===== src/inc/fcsc_pkg.sv =====
// Constants, types and helpers for the clock source control block
package fcsc_pkg;
   // ************************************************************
   // Register map and fields
   // ************************************************************
   localparam logic [2:0] OFF_CTRL_ONE = 3'h0;
   localparam logic [2:0] OFF_CTRL_TWO = 3'h4;
   localparam int         SRC_HI       = 7;
   localparam int         SRC_LO       = 6;
   localparam int         REFERENCE_DIVIDER_HI      = 5;
   localparam int         REFERENCE_DIVIDER_LO      = 3;
   localparam int         IREF_SEL     = 2;
   localparam int         IR_EN        = 1;
   localparam int         IR_KEEP      = 0;
   localparam int         BUS_CLOCK_DIVIDER_HI      = 7;
   localparam int         BUS_CLOCK_DIVIDER_LO      = 6;
   localparam int         RANGE_HI     = 5;
   localparam int         GAIN_HI      = 4;
   localparam int         BYP_LP       = 3;
   localparam int         EXT_SRC      = 2;
   localparam int         ER_EN        = 1;
   localparam int         ER_KEEP      = 0;
   localparam logic [7:0] CTRL_ONE_RST = 8'h04;
   localparam logic [7:0] CTRL_TWO_RST = 8'h40;
   localparam logic [9:0] FLL_MULT     = 10'h200;

   // ************************************************************
   // Types
   // ************************************************************
   typedef enum logic [1:0] {
      SRC_FLL  = 2'h0,
      SRC_INT  = 2'h1,
      SRC_EXT  = 2'h2,
      SRC_RSVD = 2'h3
   } fcsc_src_t;

   typedef enum logic [2:0] {
      MODE_FEI   = 3'h0,
      MODE_FEE   = 3'h1,
      MODE_FBE   = 3'h3,
      MODE_FLL_BYPASSED_EXTERNAL_LOW_POWER_MODE = 3'h2,
      MODE_FBI   = 3'h6,
      MODE_FLL_BYPASSED_INTERNAL_LOW_POWER_MODE = 3'h7,
      MODE_STOP  = 3'h4
   } fcsc_mode_t;

   // ************************************************************
   // Helpers
   // ************************************************************
   function automatic logic [6:0] div_limit(input logic [2:0] code);
      logic [7:0] pow;
      pow = 8'h01 << code;
      return 7'(pow - 8'h01);
   endfunction : div_limit

   function automatic fcsc_src_t src_of(input logic [1:0] field);
      return (field == 2'h3) ? SRC_FLL : fcsc_src_t'(field);
   endfunction : src_of
endpackage : fcsc_pkg


===== src/inc/fcsc_clk_if.sv =====
// Carrier between the control logic and the output clock generator
`timescale 1ns/1ns
`default_nettype none
interface fcsc_clk_if;
   fcsc_pkg::fcsc_src_t reqSel;
   logic [1:0]          reqDiv;
   logic                fllTick;
   logic                intTick;
   logic                extTick;
   logic                sysTick;
   logic                busTick;
   fcsc_pkg::fcsc_src_t actSel;

   modport ctrl (output reqSel, reqDiv, fllTick, intTick, extTick,
                 input  sysTick, busTick, actSel);
   modport gen  (input  reqSel, reqDiv, fllTick, intTick, extTick,
                 output sysTick, busTick, actSel);
endinterface : fcsc_clk_if
`default_nettype wire


===== src/fcsc_top.sv =====
// Clock source control registers, reference handling and mode logic
//
// Design decisions made here: the register addresses and register access over Avalon-MM.
`timescale 1ns/1ns
`default_nettype none
module fcsc_top (
   input  wire logic        core_clk,
   input  wire logic        rstn,
   input  wire logic [2:0]  avs_address,
   input  wire logic        avs_read,
   input  wire logic        avs_write,
   input  wire logic [31:0] avs_writedata,
   input  wire logic [3:0]  avs_byteenable,
   output logic [31:0]      avs_readdata,
   output logic             avs_waitrequest,
   input  wire logic        intRefClkIn,
   input  wire logic        extRefClkIn,
   input  wire logic        fllOutTick,
   input  wire logic        stopMode,
   input  wire logic        backgroundDebugActive,
   output logic             fllRefTick,
   output logic             fllRefInternal,
   output logic             fllEnable,
   output logic [9:0]       fllLockRatio,
   output logic             internalRefRun,
   output logic             internalRefClkOut,
   output logic             extRefRun,
   output logic             extRefClkOut,
   output logic             oscRangeHigh,
   output logic             oscHighGain,
   output logic             oscSelect,
   output logic             systemClkTick,
   output logic             busClkTick,
   output logic [2:0]       clockMode
);
   // ************************************************************
   // State
   // ************************************************************
   typedef struct packed {
      logic [7:0]             ctrlOne;
      logic [7:0]             ctrlTwo;
      logic                   ack;
      logic [7:0]             rdData;
      logic [2:0]             intSync;
      logic [2:0]             extSync;
      logic [6:0]             refCnt;
      logic                   fllRefTick;
      logic                   fllEn;
      logic                   intTk;
      logic                   extTk;
      logic                   irOut;
      logic                   erOut;
      logic                   intRun;
      logic                   extRun;
      fcsc_pkg::fcsc_mode_t   mode;
      logic                   stopPrev;
      logic                   wasInt;
      logic                   wasExt;
   } fcsc_top_t;

   // Out of reset: FLL engaged internal, bus divider at 01
   localparam fcsc_top_t TOP_RST = '{
      fcsc_pkg::CTRL_ONE_RST, fcsc_pkg::CTRL_TWO_RST, 1'b0, 8'h00, 3'h0, 3'h0, 7'h00,
      1'b0, 1'b1, 1'b0, 1'b0, 1'b0, 1'b0, 1'b1, 1'b0, fcsc_pkg::MODE_FEI,
      1'b0, 1'b0, 1'b0};

   fcsc_top_t           st_reg;
   fcsc_top_t           st_next;
   fcsc_pkg::fcsc_src_t src;
   fcsc_pkg::fcsc_mode_t modeNow;
   logic                internal_ref_select;
   logic                lowPowerByp;
   logic                intEdge;
   logic                extEdge;
   logic                stopEntry;
   logic                wasIntNow;
   logic                wasExtNow;
   logic                refTick;
   logic                bypassBoth;
   logic [6:0]          refLim;
   logic                busReq;
   logic                wrHit;

   fcsc_clk_if clkIf ();

   function automatic logic mode_is_int(input fcsc_pkg::fcsc_mode_t m);
      return (m == fcsc_pkg::MODE_FEI) || (m == fcsc_pkg::MODE_FBI) ||
             (m == fcsc_pkg::MODE_FLL_BYPASSED_INTERNAL_LOW_POWER_MODE);
   endfunction : mode_is_int

   function automatic logic mode_is_ext(input fcsc_pkg::fcsc_mode_t m);
      return (m == fcsc_pkg::MODE_FEE) || (m == fcsc_pkg::MODE_FBE) ||
             (m == fcsc_pkg::MODE_FLL_BYPASSED_EXTERNAL_LOW_POWER_MODE);
   endfunction : mode_is_ext

   // ************************************************************
   // Next state
   // ************************************************************
   always_comb
   begin
      st_next = st_reg;
      src = fcsc_pkg::src_of(st_reg.ctrlOne[fcsc_pkg::SRC_HI:fcsc_pkg::SRC_LO]);
      internal_ref_select = st_reg.ctrlOne[fcsc_pkg::IREF_SEL];
      lowPowerByp = st_reg.ctrlTwo[fcsc_pkg::BYP_LP] && !backgroundDebugActive;

      // Reference inputs come from oscillators asynchronous to core_clk
      st_next.intSync = {st_reg.intSync[1:0], intRefClkIn};
      st_next.extSync = {st_reg.extSync[1:0], extRefClkIn};
      intEdge = st_reg.intSync[1] && !st_reg.intSync[2];
      extEdge = st_reg.extSync[1] && !st_reg.extSync[2];

      // Mode follows the source encoding
      case (src)
         fcsc_pkg::SRC_INT:
            modeNow = lowPowerByp ? fcsc_pkg::MODE_FLL_BYPASSED_INTERNAL_LOW_POWER_MODE : fcsc_pkg::MODE_FBI;
         fcsc_pkg::SRC_EXT:
            modeNow = lowPowerByp ? fcsc_pkg::MODE_FLL_BYPASSED_EXTERNAL_LOW_POWER_MODE : fcsc_pkg::MODE_FBE;
         default:
            modeNow = internal_ref_select ? fcsc_pkg::MODE_FEI : fcsc_pkg::MODE_FEE;
      endcase
      if (stopMode)
         modeNow = fcsc_pkg::MODE_STOP;
      st_next.mode = modeNow;

      // Mode before stop is caught on the way in
      stopEntry = stopMode && !st_reg.stopPrev;
      wasIntNow = stopEntry ? mode_is_int(st_reg.mode) : st_reg.wasInt;
      wasExtNow = stopEntry ? mode_is_ext(st_reg.mode) : st_reg.wasExt;
      st_next.stopPrev = stopMode;
      st_next.wasInt = wasIntNow;
      st_next.wasExt = wasExtNow;

      if (stopMode)
      begin
         st_next.intRun = st_reg.ctrlOne[fcsc_pkg::IR_KEEP] &&
                          (st_reg.ctrlOne[fcsc_pkg::IR_EN] || wasIntNow);
         st_next.extRun = st_reg.ctrlTwo[fcsc_pkg::ER_KEEP] &&
                          (st_reg.ctrlTwo[fcsc_pkg::ER_EN] || wasExtNow);
      end
      else
      begin
         st_next.intRun = st_reg.ctrlOne[fcsc_pkg::IR_EN] || internal_ref_select || src == fcsc_pkg::SRC_INT;
         st_next.extRun = st_reg.ctrlTwo[fcsc_pkg::ER_EN] || !internal_ref_select ||
                          src == fcsc_pkg::SRC_EXT;
      end

      st_next.intTk = intEdge && st_reg.intRun;
      st_next.extTk = extEdge && st_reg.extRun;
      st_next.irOut = intEdge && st_reg.intRun && st_reg.ctrlOne[fcsc_pkg::IR_EN];
      st_next.erOut = extEdge && st_reg.extRun && st_reg.ctrlTwo[fcsc_pkg::ER_EN];

      // FLL keeps running until the output has really left it
      bypassBoth = (src != fcsc_pkg::SRC_FLL) && (clkIf.actSel != fcsc_pkg::SRC_FLL);
      st_next.fllEn = !stopMode && !(bypassBoth && lowPowerByp);

      // Reference pre-divider feeding the FLL
      refTick = internal_ref_select ? (intEdge && st_reg.intRun) : (extEdge && st_reg.extRun);
      refLim = fcsc_pkg::div_limit(st_reg.ctrlOne[fcsc_pkg::REFERENCE_DIVIDER_HI:fcsc_pkg::REFERENCE_DIVIDER_LO]);
      st_next.fllRefTick = 1'b0;
      if (!st_reg.fllEn)
      begin
         st_next.refCnt = 7'h00;
      end
      else if (refTick)
      begin
         if (st_reg.refCnt >= refLim)
         begin
            st_next.refCnt = 7'h00;
            st_next.fllRefTick = 1'b1;
         end
         else
         begin
            st_next.refCnt = st_reg.refCnt + 7'h01;
         end
      end

      // Avalon slave: one wait cycle, answer in the next
      busReq = avs_read || avs_write;
      wrHit = avs_write && st_reg.ack && avs_byteenable[0];
      st_next.ack = busReq && !st_reg.ack;
      if (busReq && !st_reg.ack)
      begin
         case (avs_address)
            fcsc_pkg::OFF_CTRL_ONE: st_next.rdData = st_reg.ctrlOne;
            fcsc_pkg::OFF_CTRL_TWO: st_next.rdData = st_reg.ctrlTwo;
            default:                st_next.rdData = 8'h00;
         endcase
      end
      if (wrHit && avs_address == fcsc_pkg::OFF_CTRL_ONE)
         st_next.ctrlOne = avs_writedata[7:0];
      if (wrHit && avs_address == fcsc_pkg::OFF_CTRL_TWO)
         st_next.ctrlTwo = avs_writedata[7:0];
   end

   always_ff @(posedge core_clk or negedge rstn)
   begin
      if (!rstn)
         st_reg <= TOP_RST;
      else
         st_reg <= st_next;
   end

   // ************************************************************
   // Output clock generator
   // ************************************************************
   assign clkIf.reqSel  = src;
   assign clkIf.reqDiv  = st_reg.ctrlTwo[fcsc_pkg::BUS_CLOCK_DIVIDER_HI:fcsc_pkg::BUS_CLOCK_DIVIDER_LO];
   assign clkIf.fllTick = fllOutTick && st_reg.fllEn;
   assign clkIf.intTick = st_reg.intTk;
   assign clkIf.extTick = st_reg.extTk;

   fcsc_clk_gen #(
      .CNT_W (3)
   ) fcsc_clk_gen_inst (
      .core_clk (core_clk),
      .rstn     (rstn),
      .clk      (clkIf)
   );

   // ************************************************************
   // Outputs, all on-chip
   // ************************************************************
   assign avs_waitrequest   = (avs_read || avs_write) && !st_reg.ack;
   assign avs_readdata      = {24'h000000, st_reg.rdData};
   assign fllRefTick        = st_reg.fllRefTick;
   assign fllRefInternal    = st_reg.ctrlOne[fcsc_pkg::IREF_SEL];
   assign fllEnable         = st_reg.fllEn;
   assign fllLockRatio      = fcsc_pkg::FLL_MULT;
   assign internalRefRun    = st_reg.intRun;
   assign internalRefClkOut = st_reg.irOut;
   assign extRefRun         = st_reg.extRun;
   assign extRefClkOut      = st_reg.erOut;
   assign oscRangeHigh      = st_reg.ctrlTwo[fcsc_pkg::RANGE_HI];
   assign oscHighGain       = st_reg.ctrlTwo[fcsc_pkg::GAIN_HI];
   assign oscSelect         = st_reg.ctrlTwo[fcsc_pkg::EXT_SRC];
   assign systemClkTick     = clkIf.sysTick;
   assign busClkTick        = clkIf.busTick;
   assign clockMode         = st_reg.mode;
endmodule : fcsc_top
`default_nettype wire


===== src/fcsc_clk_gen.sv =====
// Glitch-free source switch, bus-clock divider and bus-clock halver
`timescale 1ns/1ns
`default_nettype none
module fcsc_clk_gen #(
   parameter int CNT_W = 3
) (
   input  wire logic   core_clk,
   input  wire logic   rstn,
   fcsc_clk_if.gen     clk
);
   // ************************************************************
   // State
   // ************************************************************
   typedef struct packed {
      fcsc_pkg::fcsc_src_t actSel;
      logic [1:0]          actDiv;
      logic [CNT_W-1:0]    cnt;
      logic                sysTick;
      logic                busPhase;
      logic                busTick;
   } fcsc_gen_t;

   localparam fcsc_gen_t GEN_RST = '{fcsc_pkg::SRC_FLL, 2'h1, '0, 1'b0, 1'b0, 1'b0};

   fcsc_gen_t        st_reg;
   fcsc_gen_t        st_next;
   logic             srcTick;
   logic [6:0]       limFull;
   logic [CNT_W-1:0] lim;

   if (CNT_W < 3)
   begin : g_check
      $error("fcsc_clk_gen: CNT_W must be at least 3");
   end

   // ************************************************************
   // Next state
   // ************************************************************
   always_comb
   begin
      st_next = st_reg;
      st_next.sysTick = 1'b0;
      st_next.busTick = 1'b0;
      case (st_reg.actSel)
         fcsc_pkg::SRC_INT: srcTick = clk.intTick;
         fcsc_pkg::SRC_EXT: srcTick = clk.extTick;
         default:           srcTick = clk.fllTick;
      endcase
      limFull = fcsc_pkg::div_limit({1'b0, st_reg.actDiv});
      lim = limFull[CNT_W-1:0];
      // Switch only between periods, so no pulse is cut short
      // Limitation: an old source that dies mid-period holds the switch off
      if (st_reg.cnt == '0 && (clk.reqSel != st_reg.actSel || clk.reqDiv != st_reg.actDiv))
      begin
         st_next.actSel = clk.reqSel;
         st_next.actDiv = clk.reqDiv;
      end
      else if (srcTick)
      begin
         if (st_reg.cnt >= lim)
         begin
            st_next.cnt = '0;
            st_next.sysTick = 1'b1;
            st_next.busPhase = !st_reg.busPhase;
            st_next.busTick = st_reg.busPhase;
         end
         else
         begin
            st_next.cnt = st_reg.cnt + 1'b1;
         end
      end
   end

   always_ff @(posedge core_clk or negedge rstn)
   begin
      if (!rstn)
         st_reg <= GEN_RST;
      else
         st_reg <= st_next;
   end

   assign clk.sysTick = st_reg.sysTick;
   assign clk.busTick = st_reg.busTick;
   assign clk.actSel  = st_reg.actSel;
endmodule : fcsc_clk_gen
`default_nettype wire


===== config.mk =====
export PLATFORM = sky130hd
export DESIGN_NAME = fcsc_top
export DESIGN_NICKNAME = d
export VERILOG_FILES = /design/src/inc/fcsc_pkg.sv /design/src/inc/fcsc_clk_if.sv /design/src/fcsc_top.sv /design/src/fcsc_clk_gen.sv
export SDC_FILE = /design/constraint.sdc
export NUM_CORES = 1
export LEC_CHECK = 0
export BUFFER_PORTS_ARGS = -buffer_cell sky130_fd_sc_hd__buf_4
export CAP_MARGIN = 0
export CORE_MARGIN = 2
export CORE_UTILIZATION = 45
export CTS_BUF_LIST = sky130_fd_sc_hd__clkbuf_16
export DETAILED_ROUTE_END_ITERATION = 6
export PLACE_DENSITY = 0.72
export RECOVER_POWER = 25
export SLEW_MARGIN = 20
export SYNTH_ARGS = -nofsm -noshare
export SYNTH_HDL_FRONTEND = slang
export SYNTH_SLANG_ARGS = --single-unit

===== constraint.sdc =====
create_clock -name core_clk -period 2.35 [get_ports core_clk]
set_input_delay 0.1175 -clock core_clk [delete_from_list [all_inputs] [get_ports core_clk]]
set_output_delay 0.1175 -clock core_clk [all_outputs]
set_load 0.005 [all_outputs]

==> summary.md <==
| Metric | Value |
|---|---|
| Met1 wire length | 2560 µm |
| Vias after detailed routing | 2180 |
| Net switching power | 1.04 mW |
| Final-layout worst hold slack | 0.0149 ns |
| Worst Tran Pin Value | 1.49 ns |
| Violations in the final reports | capacitance limit |
| Sw Share | 28.8% |
| Run status | finished with violations |
| Gate Count Post-Synth | 301 |
| Slew Viols, Final | 0 |
| Part of the total power dissipated in the clock network | 37.2% |
| Most frequent cells after synthesis | dfrtp_1 (57), buf_4 (46), nand2_1 (27), o21ai_0 (20), ha_1 (18) |
| Class of the most critical setup path | reg2reg |
| Area enclosed by the die boundary | 7880 µm² |
| Vias in the first global route | 2031 |
| Iteration count of the initial detailed-routing pass | 4 |
| Average cell area after synthesis | 10.7 µm² |
| Clock-pin slew on the worst setup and hold paths | 0.05 ns |
| Ant diodes | 0 |
| Leakage power figure | 1.84 nW |
| Number of remaining DRC errors | 0 |
| Worst VDD drop | 486 µV |
| Via density per instance | 4.86 |
| Number of synthesized flops with an enable pin | 0 |
| Number of register bits inferred by synthesis | 62 |
| Overall Global Routing Usage | 16.0% |
| Uppermost routed layer | met4 |
| H-tree levels | 3 |
| Cts bufs inserted | 9 |
| Initial antenna violation count | 0 |
| Routed length on met3 | 345 µm |
| Share of async-settable or async-resettable flops after synthesis | 100% |
| NumNets Final | 415 |
| Largest register FFs | 23 |
| Area growth, synth to finish | 18.1% |
| Final Critical Period | 2.17 ns |
| Kind of cell adding the most delay to the critical path | simple AND/OR/NAND/NOR gates |
| Horizontal die dimension | 88.8 µm |
| Count of nets left with antenna violations after detail routing | 0 |
| TritonCTS clock tree | built |
| Most area-consuming cells after synthesis | dfrtp_1 (44%), buf_4 (11%), ha_1 (7.0%) |
| Final-layout setup total negative slack | 0 ns |
| Largest stage delay, worst path | 0.40 ns |
| Max-slew headroom at the worst pin | 0.543% |
| Number of inserted filler cells in the final layout | 614 |
| Initial cell density of the core | 47.1% |
| Arrival time reported for the critical path endpoint | 2.43 ns |
| Proportion of power drawn by flip-flops and latches | 39.0% |
| Final routed wire length divided by cell count | 12.9 µm |
| Total congestion overflow after global routing | 0 |
| Slowest stage cell, crit path | or3_1 |
| RSZ-0062 raised after global routing | false |
| Fraction of the yosys area taken by sequential cells | 48.1% |
| Met2 wirelength from detailed routing | 2830 µm |
| Clock Skews | 0.00466 ns |
| Wire length reported by the detailed router | 5810 µm |
| I/O pin count | 106 |
| Total count of hold-check failures in the final report | 0 |
| Class of the tightest hold or removal check | in2reg |
| Number of buffers inserted by port buffering | 44 |
| Setup violation total in the final timing report | 0 |
| Pwr/cell area | 950 nW/µm² |
| Top_reg_cell synth | dfrtp_1 |
| Library cell used as clock root buffer | clkbuf_16 |
| Internal Power | 2.59 mW |
| Maximum achievable frequency | 461 MHz |
| CP Launch Type | register |
| Type of destination of the critical path | register |
| Critical-path maximum fanout | 9 |
| Library cells used by synthesis | 48 |
| Number of post-CTS setup repair buffers | 0 |
| Maximum count of clock buffers along a single path | 2 |
| Synthesized cell area | 3240 µm² |
| Part of the cycle the worst path needs | 92.3% |
| Cell with the most instances after synthesis | dfrtp_1 |
| Share of post-route cells with drive strength above 1 | 25.2% |
| Final Power | 3.63 mW |
| Placement Rows | 30 |
| Estimated wirelength of the detail-placed design | 4210 µm |
| Largest net degree at the start of global routing | 63 |
| Worst path buffer plus inverter count | 0 |
| Required arrival time at the worst endpoint | 2.61 ns |
| Die Y | 88.8 µm |
| Largest area contributor in the netlist | dfrtp_1 |
| Top cell type's share of synthesized area | 44.1% |
| Cell-by-cell listing of the critical path | or3_1, ha_1, nand2b_1, a31oi_1, o21ai_2, nor3_2, a22o_1 |
| Core footprint | 6870 µm² |
| Drt first-iter violations | 96 |
| Count of cells resized by post-cts repair | 0 |
| First-pass GRT wire length | 9480 µm |
| Sink count of the clock tree | 62 |
| Warning count from the yosys run | 0 |
| Clock Latency Late Sink | 0.33 ns |
| Number of max-cap violations | 1 |
| GP Congestion | 0.793 |
| Logic pwr share | 23.8% |
placed cells by master, fill, tap and decap left out, types with 7 or more instances in the layout:
master and count:
inv_1 15, nand2_1 27, nor2_1 8, buf_4 26, clkbuf_4 18, clkbuf_16 9
ha_1 18, conb_1 34, a22oi_1 9, o21ai_0 20, a21oi_1 7, mux2_2 15
dfrtp_1 57
per-layer routing:
metal,vias up,global-route usage (%)
met3,8,4.01
met2,64,25.4
met5,-,0
li1,1059,-
met4,0,8.13
met1,1049,20.5
cell type report:
class,count,area (µm²),area share [%]
well taps,96,120,3.14
repair buffers,54,394,10.3
clock inverters,6,78.8,2.06
inverters,14,52.6,1.37
flip-flops and latches,62,1560,40.8
multi-input cells,208,1390,36.5
clock buffers,9,225,5.89
worst register-to-register path: stages (launching register included):
cell	delay (ns)
dfrtp_1	0.37
or3_1	0.40
ha_1	0.27
nand2b_1	0.14
a31oi_1	0.22
o21ai_2	0.17
nor3_2	0.34
a22o_1	0.19
power groups by stage:
stage,combinational (mW),clock [mW],sequential (mW)
finish,0.863,1.35,1.42
global placement,0.850,0,1.43
global route,0.994,1.43,1.44
detailed placement,0.879,0,1.43
CTS,0.890,1.38,1.42
floorplan,0.649,0,1.41
metrics by stage:
| step | cell area, µm² | cells | setup WS [ns] | utilization (%) |
|---|---|---|---|---|
| 6_report | 3820 | 449 | 0.182 | 55.6 |
| 5_1_grt | 3820 | 449 | 0.0695 | 55.6 |
| 4_1_cts | 3840 | 449 | 0.181 | 56.0 |
| 3_5_place_dp | 3500 | 430 | 0.200 | 50.9 |
| 3_3_place_gp | 3500 | 430 | 0.227 | 50.9 |
| 2_1_floorplan | 3360 | 333 | 0.293 | - |
path summary, 6_finish.rpt:
check                                  from                            end  slack, ns  cells after the start
max in group asynchronous              rstn              internalRefClkOut       0.75                      2
min reg2reg                     st_next[25]                    st_next[26]       0.34                      0
min in group asynchronous              rstn  fcsc_clk_gen_inst.clk.sysTick       0.70                      2
max                              st_reg[49]                     st_reg[20]       0.18                      7
min                        avs_writedata[5]                     st_reg[49]       0.01                      3
max reg2reg                      st_reg[49]                     st_reg[20]       0.18                      7
kinds of logic (layout without fill, tap and decap cells):
family | count (synthesis) | after routing | share of synthesized area, %
muxes | 17 | 17 | 5.95
and+or+nand+nor | 77 | 77 | 12.9
adders and majority gates | 18 | 18 | 6.96
AOI/OAI and AO/OA | 57 | 57 | 11.5
xor gates and xnor gates | 5 | 5 | 1.59
buffers and inverters | 63 | 83 | 12.7
other | 2 | 34 | 0.232
DFF | 62 | 62 | 48.1
repair_timing:
| action | in CTS | in global routing |
|---|---|---|
| endpoints found under the hold margin | 61 | 0 |
| hold buffers | 4 | 0 |
| endpoints found under the setup margin | 0 | 0 |
Power figures use the tool's default switching activity.
